$ cat src/ucm_pkg.sv
// constants shared by the charger interrupt flag block and its serial slave
// assumes one 50 MHz clock and an asynchronous active-low reset
package ucm_pkg;
   localparam logic [7:0] OFS_EVENT_EN   = 8'h07;
   localparam logic [7:0] OFS_FAULT_EN   = 8'h08;
   localparam logic [7:0] OFS_AUX_EN     = 8'h09;
   localparam logic [7:0] OFS_EVENT_FLG  = 8'h0A;
   localparam logic [7:0] OFS_FAULT_FLG  = 8'h0B;
   localparam logic [7:0] OFS_AUX_FLG    = 8'h0C;
   localparam logic [7:0] OFS_SETUP      = 8'h0D;
   localparam int         BIT_AUTOCLR    = 7;
   localparam int         BIT_PENDING    = 7;
   localparam int         BIT_STATE_EV   = 5;
   localparam int         BIT_TC_ATT     = 4;
   localparam int         BIT_LG_ATT     = 3;
   localparam int         BIT_TC_EV      = 2;
   localparam int         BIT_LG_EV      = 1;
   localparam int         BIT_MEAS       = 0;
   localparam int         BIT_CONN_ERR   = 4;
   localparam int         BIT_CONN_LIM   = 0;
   localparam logic [7:0] RST_BYTE       = 8'h00;
   localparam logic [7:0] EV_EN_MASK     = 8'hBF;
   localparam logic [7:0] FLT_EN_MASK    = 8'h7F;
   localparam logic [7:0] AUX_EN_MASK    = 8'h3F;
   localparam logic [7:0] CONN_PWR_BITS  = 8'h11;
   localparam logic [7:0] IRQ_SRC_MASK   = 8'h3F;
   localparam logic [3:0] BITS_PER_BYTE  = 4'h8;
   localparam logic [3:0] LAST_BIT       = 4'h7;
   localparam logic [6:0] DEF_DEV_ADDR   = 7'h38;
   typedef enum logic [2:0] {
      UCM_IDLE  = 3'b000,
      UCM_ADDR  = 3'b001,
      UCM_AACK  = 3'b011,
      UCM_RX    = 3'b010,
      UCM_RXACK = 3'b110,
      UCM_TX    = 3'b111,
      UCM_TXACK = 3'b101
   } ucm_state_t;
endpackage

$ cat src/ucm_reg_if.sv
// byte register access carrier between the serial slave and the flag block
// assumes both ends run on the same clock
`timescale 1ns/1ps
interface ucm_reg_if;
   logic [7:0] addr;
   logic [7:0] wdata;
   logic       wr_stb;
   logic       rd_stb;
   logic [7:0] rdata;
   modport slave (output addr, output wdata, output wr_stb,
                  output rd_stb, input rdata);
   modport regs (input addr, input wdata, input wr_stb,
                 input rd_stb, output rdata);
endinterface

$ cat src/ucm_serial_slave.sv
// two-wire serial slave: pointer byte, auto-incrementing writes and reads
// assumes clock and data lines are already synchronous to i_clk
`timescale 1ns/1ps
module ucm_serial_slave
   import ucm_pkg::*;
#(
   parameter logic [6:0] DEV_ADDR = DEF_DEV_ADDR
)(
   input  wire logic i_clk,
   input  wire logic i_rst_n,
   input  wire logic i_scl,
   input  wire logic i_sda,
   output logic      o_sda_oe,
   ucm_reg_if.slave  bus
);
   ucm_state_t state_reg;
   logic [7:0] sh_reg;
   logic [7:0] ptr_reg;
   logic [3:0] cnt_reg;
   logic       rw_reg;
   logic       first_reg;
   logic       scl_q;
   logic       sda_q;
   logic       wr_reg;
   logic       rd_reg;
   logic       oe_reg;
   wire  scl_rise = i_scl & ~scl_q;
   wire  scl_fall = ~i_scl & scl_q;
   wire  start_c  = i_scl & scl_q & sda_q & ~i_sda;
   wire  stop_c   = i_scl & scl_q & ~sda_q & i_sda;
   wire  byte_in  = (cnt_reg == BITS_PER_BYTE);
   wire  addr_hit = (sh_reg[7:1] == DEV_ADDR);

   assign bus.addr   = ptr_reg;
   assign bus.wdata  = sh_reg;
   assign bus.wr_stb = wr_reg;
   assign bus.rd_stb = rd_reg;
   assign o_sda_oe   = oe_reg;

   // bit level protocol engine
   always_ff @(posedge i_clk or negedge i_rst_n)
   begin
      if (!i_rst_n)
      begin
         state_reg <= UCM_IDLE;
         sh_reg    <= RST_BYTE;
         ptr_reg   <= RST_BYTE;
         cnt_reg   <= '0;
         rw_reg    <= 1'b0;
         first_reg <= 1'b0;
         scl_q     <= 1'b1;
         sda_q     <= 1'b1;
         wr_reg    <= 1'b0;
         rd_reg    <= 1'b0;
         oe_reg    <= 1'b0;
      end
      else
      begin
         scl_q  <= i_scl;
         sda_q  <= i_sda;
         wr_reg <= 1'b0;
         rd_reg <= 1'b0;
         if (wr_reg || rd_reg)
            ptr_reg <= ptr_reg + 8'h01;
         if (start_c)
         begin
            state_reg <= UCM_ADDR;
            cnt_reg   <= '0;
            oe_reg    <= 1'b0;
         end
         else if (stop_c)
         begin
            state_reg <= UCM_IDLE;
            oe_reg    <= 1'b0;
         end
         else
         begin
            case (state_reg)
               UCM_ADDR, UCM_RX:
               begin
                  if (scl_rise)
                  begin
                     sh_reg  <= {sh_reg[6:0], i_sda};
                     cnt_reg <= cnt_reg + 4'h1;
                  end
                  else if (scl_fall && byte_in)
                  begin
                     if (state_reg == UCM_RX)
                     begin
                        oe_reg    <= 1'b1;
                        state_reg <= UCM_RXACK;
                        if (first_reg)
                           ptr_reg <= sh_reg;
                        else
                           wr_reg  <= 1'b1;
                     end
                     else if (addr_hit)
                     begin
                        oe_reg    <= 1'b1;
                        rw_reg    <= sh_reg[0];
                        state_reg <= UCM_AACK;
                     end
                     else
                        state_reg <= UCM_IDLE;
                  end
               end
               UCM_AACK, UCM_RXACK:
               begin
                  if (scl_fall)
                  begin
                     cnt_reg   <= '0;
                     first_reg <= (state_reg == UCM_AACK);
                     if (state_reg == UCM_AACK && rw_reg)
                     begin
                        sh_reg    <= bus.rdata;
                        rd_reg    <= 1'b1;
                        oe_reg    <= ~bus.rdata[7];
                        state_reg <= UCM_TX;
                     end
                     else
                     begin
                        oe_reg    <= 1'b0;
                        state_reg <= UCM_RX;
                     end
                  end
               end
               UCM_TX:
               begin
                  if (scl_fall)
                  begin
                     if (cnt_reg == LAST_BIT)
                     begin
                        oe_reg    <= 1'b0;
                        state_reg <= UCM_TXACK;
                     end
                     else
                     begin
                        cnt_reg <= cnt_reg + 4'h1;
                        sh_reg  <= {sh_reg[6:0], 1'b0};
                        oe_reg  <= ~sh_reg[6];
                     end
                  end
               end
               UCM_TXACK:
               begin
                  // a not-acknowledge ends the read burst
                  if (scl_rise && i_sda)
                     state_reg <= UCM_IDLE;
                  else if (scl_fall)
                  begin
                     cnt_reg   <= '0;
                     sh_reg    <= bus.rdata;
                     rd_reg    <= 1'b1;
                     oe_reg    <= ~bus.rdata[7];
                     state_reg <= UCM_TX;
                  end
               end
               default:
                  state_reg <= UCM_IDLE;
            endcase
         end
      end
   end
endmodule

$ cat src/ucm_irq_flags.sv
// interrupt enables, condition flags and interrupt output of the charger
// assumes condition inputs are synchronous; event inputs are 1-cycle pulses
`timescale 1ns/1ps
module ucm_irq_flags
   import ucm_pkg::*;
#(
   parameter logic [6:0] DEV_ADDR     = DEF_DEV_ADDR,
   parameter bit         HAS_CONN_PWR = 1'b1
)(
   input  wire logic       i_clk,
   input  wire logic       i_rst_n,
   input  wire logic       i_scl,
   input  wire logic       i_sda,
   output logic            o_sda,
   output logic            o_sda_oe,
   input  wire logic       i_meas_done,
   input  wire logic       i_typec_state_change,
   input  wire logic       i_typec_attached,
   input  wire logic       i_legacy_attached,
   input  wire logic [6:0] i_fault_cond,
   input  wire logic [5:0] i_aux_fault_cond,
   output logic            o_irq_n,
   output logic            o_setup_done
);
   ucm_reg_if  rif ();
   logic [7:0] ev_en_reg;
   logic [7:0] flt_en_reg;
   logic [7:0] aux_en_reg;
   logic [7:0] ev_flg_reg;
   logic [7:0] flt_flg_reg;
   logic [7:0] aux_flg_reg;
   logic       cfg_reg;
   logic       tc_prev_reg;
   logic       lg_prev_reg;
   logic       irq_n_reg;
   logic       sda_reg;
   logic [7:0] rd_snap_reg;

   // decode of a register pointer against one offset
   function automatic logic hit(input logic [7:0] a, input logic [7:0] o);
      hit = (a == o);
   endfunction

   ucm_serial_slave #(.DEV_ADDR(DEV_ADDR)) u_slave (
      .i_clk    (i_clk),
      .i_rst_n  (i_rst_n),
      .i_scl    (i_scl),
      .i_sda    (i_sda),
      .o_sda_oe (o_sda_oe),
      .bus      (rif.slave)
   );

   // write and read-clear strobes per register
   wire wr_ev   = rif.wr_stb & hit(rif.addr, OFS_EVENT_EN);
   wire wr_flt  = rif.wr_stb & hit(rif.addr, OFS_FAULT_EN);
   wire wr_aux  = rif.wr_stb & hit(rif.addr, OFS_AUX_EN);
   wire wr_cfg  = rif.wr_stb & hit(rif.addr, OFS_SETUP);
   wire rd_ev   = rif.rd_stb & hit(rif.addr, OFS_EVENT_FLG);
   wire rd_flt  = rif.rd_stb & hit(rif.addr, OFS_FAULT_FLG);
   wire rd_aux  = rif.rd_stb & hit(rif.addr, OFS_AUX_FLG);
   wire autoclr = ev_en_reg[BIT_AUTOCLR];

   // enable bits that exist on this variant
   wire [7:0] conn_keep = HAS_CONN_PWR ? 8'hFF : ~CONN_PWR_BITS;
   wire [7:0] aux_en_w  = AUX_EN_MASK & conn_keep;
   wire [7:0] aux_cond  = {2'b00, i_aux_fault_cond} & conn_keep;

   // attach edges in either direction
   wire tc_edge = i_typec_attached ^ tc_prev_reg;
   wire lg_edge = i_legacy_attached ^ lg_prev_reg;

   // live conditions: level ones clear by read or auto-clear once gone
   wire [7:0] ev_level = {3'b000, i_typec_attached, i_legacy_attached,
                          3'b000};
   wire [7:0] ev_pulse = {2'b00, i_typec_state_change, 2'b00,
                          tc_edge, lg_edge, i_meas_done};
   // a read clears only the bits that went out in the byte, so an event
   // landing between the byte load and the clear is not lost
   wire [7:0] lvl_bits = {3'b000, 2'b11, 3'b000};
   wire [7:0] ev_clr   = ({8{rd_ev}} & rd_snap_reg)
                       | ({8{autoclr}} & lvl_bits);
   wire [7:0] ev_next;
   assign ev_next[6:0] = ev_level[6:0] | ev_pulse[6:0]
                       | (ev_flg_reg[6:0] & ~ev_clr[6:0]);
   assign ev_next[7]   = ~cfg_reg;

   wire [7:0] flt_next = {1'b0, i_fault_cond}
                       | (flt_flg_reg & ~(({8{rd_flt}} & rd_snap_reg)
                       | {8{autoclr}}));
   wire [7:0] aux_next = aux_cond
                       | (aux_flg_reg & ~(({8{rd_aux}} & rd_snap_reg)
                       | {8{autoclr}}));

   // gated sources into the single interrupt
   wire irq_any = |(ev_flg_reg & ev_en_reg & IRQ_SRC_MASK)
                | |(flt_flg_reg & flt_en_reg)
                | |(aux_flg_reg & aux_en_reg);

   // read data for the pointer, unmapped reads return zero
   assign rif.rdata = hit(rif.addr, OFS_EVENT_EN)  ? ev_en_reg   :
                      hit(rif.addr, OFS_FAULT_EN)  ? flt_en_reg  :
                      hit(rif.addr, OFS_AUX_EN)    ? aux_en_reg  :
                      hit(rif.addr, OFS_EVENT_FLG) ? ev_flg_reg  :
                      hit(rif.addr, OFS_FAULT_FLG) ? flt_flg_reg :
                      hit(rif.addr, OFS_AUX_FLG)   ? aux_flg_reg :
                      hit(rif.addr, OFS_SETUP)     ? {7'h00, cfg_reg} :
                      RST_BYTE;

   // enable registers and configuration-complete bit
   always_ff @(posedge i_clk or negedge i_rst_n)
   begin
      if (!i_rst_n)
      begin
         ev_en_reg  <= RST_BYTE;
         flt_en_reg <= RST_BYTE;
         aux_en_reg <= RST_BYTE;
         cfg_reg    <= 1'b0;
      end
      else
      begin
         if (wr_ev)
            ev_en_reg  <= rif.wdata & EV_EN_MASK;
         if (wr_flt)
            flt_en_reg <= rif.wdata & FLT_EN_MASK;
         if (wr_aux)
            aux_en_reg <= rif.wdata & aux_en_w;
         if (wr_cfg && rif.wdata[0])
            cfg_reg    <= 1'b1;
      end
   end

   // flag registers, a new event wins over a clearing read
   always_ff @(posedge i_clk or negedge i_rst_n)
   begin
      if (!i_rst_n)
      begin
         ev_flg_reg  <= RST_BYTE;
         flt_flg_reg <= RST_BYTE;
         aux_flg_reg <= RST_BYTE;
         tc_prev_reg <= 1'b0;
         lg_prev_reg <= 1'b0;
         rd_snap_reg <= RST_BYTE;
      end
      else
      begin
         rd_snap_reg <= rif.rdata; // byte the slave loads at this edge
         ev_flg_reg  <= ev_next;
         flt_flg_reg <= flt_next;
         aux_flg_reg <= aux_next;
         tc_prev_reg <= i_typec_attached;
         lg_prev_reg <= i_legacy_attached;
      end
   end

   // registered outputs
   always_ff @(posedge i_clk or negedge i_rst_n)
   begin
      if (!i_rst_n)
      begin
         irq_n_reg <= 1'b1;
         sda_reg   <= 1'b0;
      end
      else
      begin
         irq_n_reg <= ~irq_any;
         sda_reg   <= 1'b0;
      end
   end

   assign o_irq_n      = irq_n_reg;
   assign o_sda        = sda_reg;
   assign o_setup_done = cfg_reg;
endmodule

$ cat config.mk
export PLATFORM = sky130hd
export DESIGN_NAME = ucm_irq_flags
export DESIGN_NICKNAME = d
export VERILOG_FILES = /design/src/ucm_pkg.sv /design/src/ucm_reg_if.sv /design/src/ucm_serial_slave.sv /design/src/ucm_irq_flags.sv
export SDC_FILE = /design/constraint.sdc
export NUM_CORES = 1
export LEC_CHECK = 0
export BUFFER_PORTS_ARGS = -buffer_cell sky130_fd_sc_hd__buf_2
export CAP_MARGIN = 30
export CORE_MARGIN = 4
export CORE_UTILIZATION = 55
export DETAILED_ROUTE_END_ITERATION = 16
export HOLD_SLACK_MARGIN = 0.12
export PLACE_DENSITY = 0.76
export SYNTH_ARGS = -nofsm -noshare
export SYNTH_HDL_FRONTEND = slang
export SYNTH_SLANG_ARGS = --single-unit
$ cat constraint.sdc
create_clock -name i_clk -period 2.1 [get_ports i_clk]
set_clock_uncertainty 0.15 [all_clocks]
set_input_delay 0.105 -clock i_clk [delete_from_list [all_inputs] [get_ports i_clk]]
set_output_delay 0.105 -clock i_clk [all_outputs]
set_load 0.01 [all_outputs]
==> summary.md <==
| Metric | Value |
|---|---|
| Post-synthesis sequential area ratio | `a little under half` |
| First-pass GRT wire length | `around 21000 µm` |
| Rows | `33` |
| Final global-route overflow total | `0` |
| Violated checks | `setup timing` |
| Fin crit share | `103%` |
| Die area | `9870 µm²` |
| Port bufs | `23` |
| Worst R2R Start | `u_slave.bus.addr[0]` |
| P&R area growth vs syn | `32.2%` |
| TritonRoute pass-1 iters | `5` |
| Die span in x | `99.4 µm` |
| Main combinational cell family by area after synthesis | `compound AO/OA/AOI/OAI gates` |
| Pwr/cell area | `about 870 nW/µm²` |
| Hold_sp | `i_typec_attached` |
| CP startpoint kind | `register` |
| Initial antenna violation count | `0` |
| Final-report hold violation count | `0` |
| Synth Instances | `about 450` |
| CTS tree | `yes` |
| Initial Utilization | `between 50% and 60%` |
| Post-synthesis compound-gate area fraction | `20.3%` |
| Multiplexer area fraction after synthesis | `between 6 and 7%` |
| Reg2reg path depth | `8` |
| Final min period | `about 2200 ps` |
| Setup_tns | `-114 ps` |
| GP Congestion | `around 1.0` |
| Largest net degree at the start of global routing | `50` |
| Utilization after layout | `about 74%` |
| PnR Total Power | `5.26 mW` |
| Antenna Nets Post-Route | `0` |
| Avg Synthesized Cell Area | `about 10 µm²` |
| Die H | `~99 µm` |
| Worst vdd ir | `0.477 mV` |
| Final Max Slew Viols | `0` |
| Critical path endpoint category | `register` |
| Worst Hold Depth | `2` |
| Cell variety after synth | `between 70 and 80` |
| Synth Area in Simple Gates | `between 10% and 20%` |
| Status | `finished with violations` |
| Avg WL per Cell | `between 20 and 25 µm` |
| Iter 0 DRT Violations | `242` |
| Synth Area in Adders | `1.64%` |
| CP Class | `register to register` |
| Slew @ Worst Pin | `565 ps` |
| H-tree depth | `3` |
| Fmax | `about 0.46 GHz` |
| Ratio of cells with drive above 1 in the final layout | `a little over a third` |
| Setup Viol. Count Final | `12` |
| CTS Buffer Depth | `2` |
| Core ar. | `slightly above 8000 µm²` |
| Cell area after synthesis | `~4600 µm²` |
| # clock sinks | `86` |
| Syn_nets | `about 480` |
| Worst slew margin | `62.1%` |
| # nets final | `between 500 and 600` |
| Number of global-route vias before repair | `roughly 4000` |
| Crit-path max FO | `5` |
| Io pins | `25` |
| Leak Pwr | `between 2 and 3 nW` |
| Arrival @ worst endpoint | `2260 ps` |
| Number of flops mapped to enable cells by yosys | `0` |
| Vias per cell | `just over 6` |
| Total GRT Usage | `a little over a quarter` |
| Post-Synth XOR/XNOR Area | `about 2.3%` |
| Inserted Clock Buffers | `9` |
| WP data required | `approximately 2200 ps` |
| Dpl hpwl | `approximately 9500 µm` |
| Flop2flop setup slack | `-60 ps` |
| Max Cap Violations | `0` |
| Yosys warnings | `0` |
| Hold/Removal Path Class | `input port to register` |
| Synth Register Bits | `86` |
| Unrepaired setup endpoints after global routing | `true` |
| Main flop type after synthesis | `dfrtp_1` |
| Root Driver | `clkbuf_8` |
| Clk_lat worst skew | `approximately 360 ps` |
| Fill count | `553` |
| WHS | `270 ps` |
| Clock transition at the registers of the reported paths | `~90 ps` |
| Async set-reset flop share out of synthesis | `between 90% and 100%` |
| Ant diodes | `0` |
| Min-Delay Endpoint | `tc_prev_reg` |
| Critical R2R Capture | `u_slave.bus.wdata[0]` |
| DR vias | `slightly above 4000` |
| DRC errors left | `0` |
| Post-route setup slack | `-55.2 ps` |
| Final WL | `roughly 13000 µm` |
## layout by cell type (no fill, tap or decap), types with 4 or more instances in the layout
cell type      count
mux2i_1            5
o31ai_1            5
nor2_1            30
a31o_1            15
nand2_1           46
dfrtp_1           82
buf_6              8
nand3_1           11
xnor2_1            7
inv_1              7
buf_4             67
ha_4               4
nor2b_1            9
o21ai_0           14
a21o_1             5
mux2_4            14
a21oi_1           19
clkbuf_8          10
buf_2             22
a22oi_1            5
nand4_1            4
and3b_1            4
nand2b_1           4
dlygate4sd3_1     21
xor2_1             5
mux2_2             8
nand2_2            7
## power by group
| part | total (mW) | switching, mW | internal (mW) |
|---|---|---|---|
| registers | 2.10 | 0.269 | 1.83 |
| logic | 2.08 | 1.01 | 1.07 |
| clock network | 1.09 | 0.619 | 0.468 |
## worst max path at each step
stage,cells past startpoint,to,start
4_1_cts,5,flt_en_reg[1],u_slave.bus.addr[5]
5_1_grt,4,aux_en_reg[1],u_slave.bus.addr[5]
6_report,8,u_slave.bus.wdata[0],u_slave.bus.addr[0]
3_5_place_dp,8,u_slave.bus.wdata[5],u_slave.bus.addr[0]
2_1_floorplan,8,u_slave.bus.wdata[5],u_slave.bus.addr[0]
3_3_place_gp,8,u_slave.bus.wdata[5],u_slave.bus.addr[0]
## critical path, cell delays in order (launching register included)
cell,delay [ps]
dfrtp_1,390
inv_2,80
ha_4,180
buf_6,130
buf_6,120
a221o_1,360
a32oi_2,230
o31ai_1,120
mux2_4,270
## cells in the mapped netlist (all sizes together), types with 3 or more instances
cell | number | area, µm²
and3 | 6 | 37.5
nand3 | 12 | 60.1
o2111ai | 4 | 41.3
o31ai | 6 | 45.0
nand4 | 4 | 25.0
xnor2 | 7 | 61.3
a22o | 3 | 26.3
and3b | 5 | 43.8
nor2 | 32 | 120
mux2 | 22 | 248
o2bb2ai | 3 | 26.3
a31o | 16 | 140
a21boi | 3 | 22.5
a31oi | 3 | 25.0
xor2 | 5 | 43.8
nor3b | 5 | 42.5
or3 | 5 | 36.3
a32o | 3 | 30.0
o21ai | 17 | 85.1
ha | 6 | 75.1
nor3 | 7 | 57.6
nand2b | 4 | 25.0
buf | 14 | 88.8
a221oi | 5 | 43.8
clkbuf | 12 | 46.3
mux2i | 5 | 50.1
dfrtp | 83 | 2080
nand2 | 53 | 201
dfstp | 3 | 78.8
a21oi | 22 | 114
a21o | 5 | 37.5
nor2b | 10 | 62.6
a211oi | 5 | 37.5
a32oi | 4 | 35.0
a22oi | 5 | 37.5
o22ai | 3 | 18.8
inv | 9 | 33.8
## timing repair
item,4_1_cts,5_1_grt
endpoints found under the setup margin,26,45
endpoints found under the hold margin,109,0
hold buffers,21,0
resized for setup,31,48
buffers inserted,1,6
pin swaps,3,34
## area by class of cell
class / instances / area (µm²) / area share [%]
Sequential cell: 86 / 2160 / 35.5
Multi-Input combinational cell: 326 / 2590 / 42.6
Timing Repair Buffer: 121 / 973 / 16.0
Clock buffer: 10 / 138 / 2.27
Tap cell: 105 / 131 / 2.16
Clock inverter: 6 / 45.0 / 0.742
Inverter: 10 / 37.5 / 0.618
## metal layers
metal / GRT usage [%] / vias to the layer above / share of wire, %
met5: 0 / - / 0
met4: 13.1 / 0 / 3.9
met3: 4.00 / 45 / 5.4
met2: 45.4 / 165 / 49
met1: 35.4 / 2030 / 41
li1: - / 1873 / -
## kinds of logic after synthesis
kind of cell / Yosys count
xor+xnor: 12
flops: 86
buf+inv: 36
fa+ha+maj: 6
compound gates: 123
other cells: 1
simple gates: 157
mux: 27
## through the flow
stage / area (µm²) / setup slack [ps] / cells
detailed placement: 5310 / -149 / 622
floorplan: 4610 / 17.1 / 448
finish: 6070 / -55.2 / 664
global route: 6070 / -75.6 / 664
CTS: 5840 / -31.8 / 659
global placement: 5310 / -155 / 622
Power figures use the tool's default switching activity.
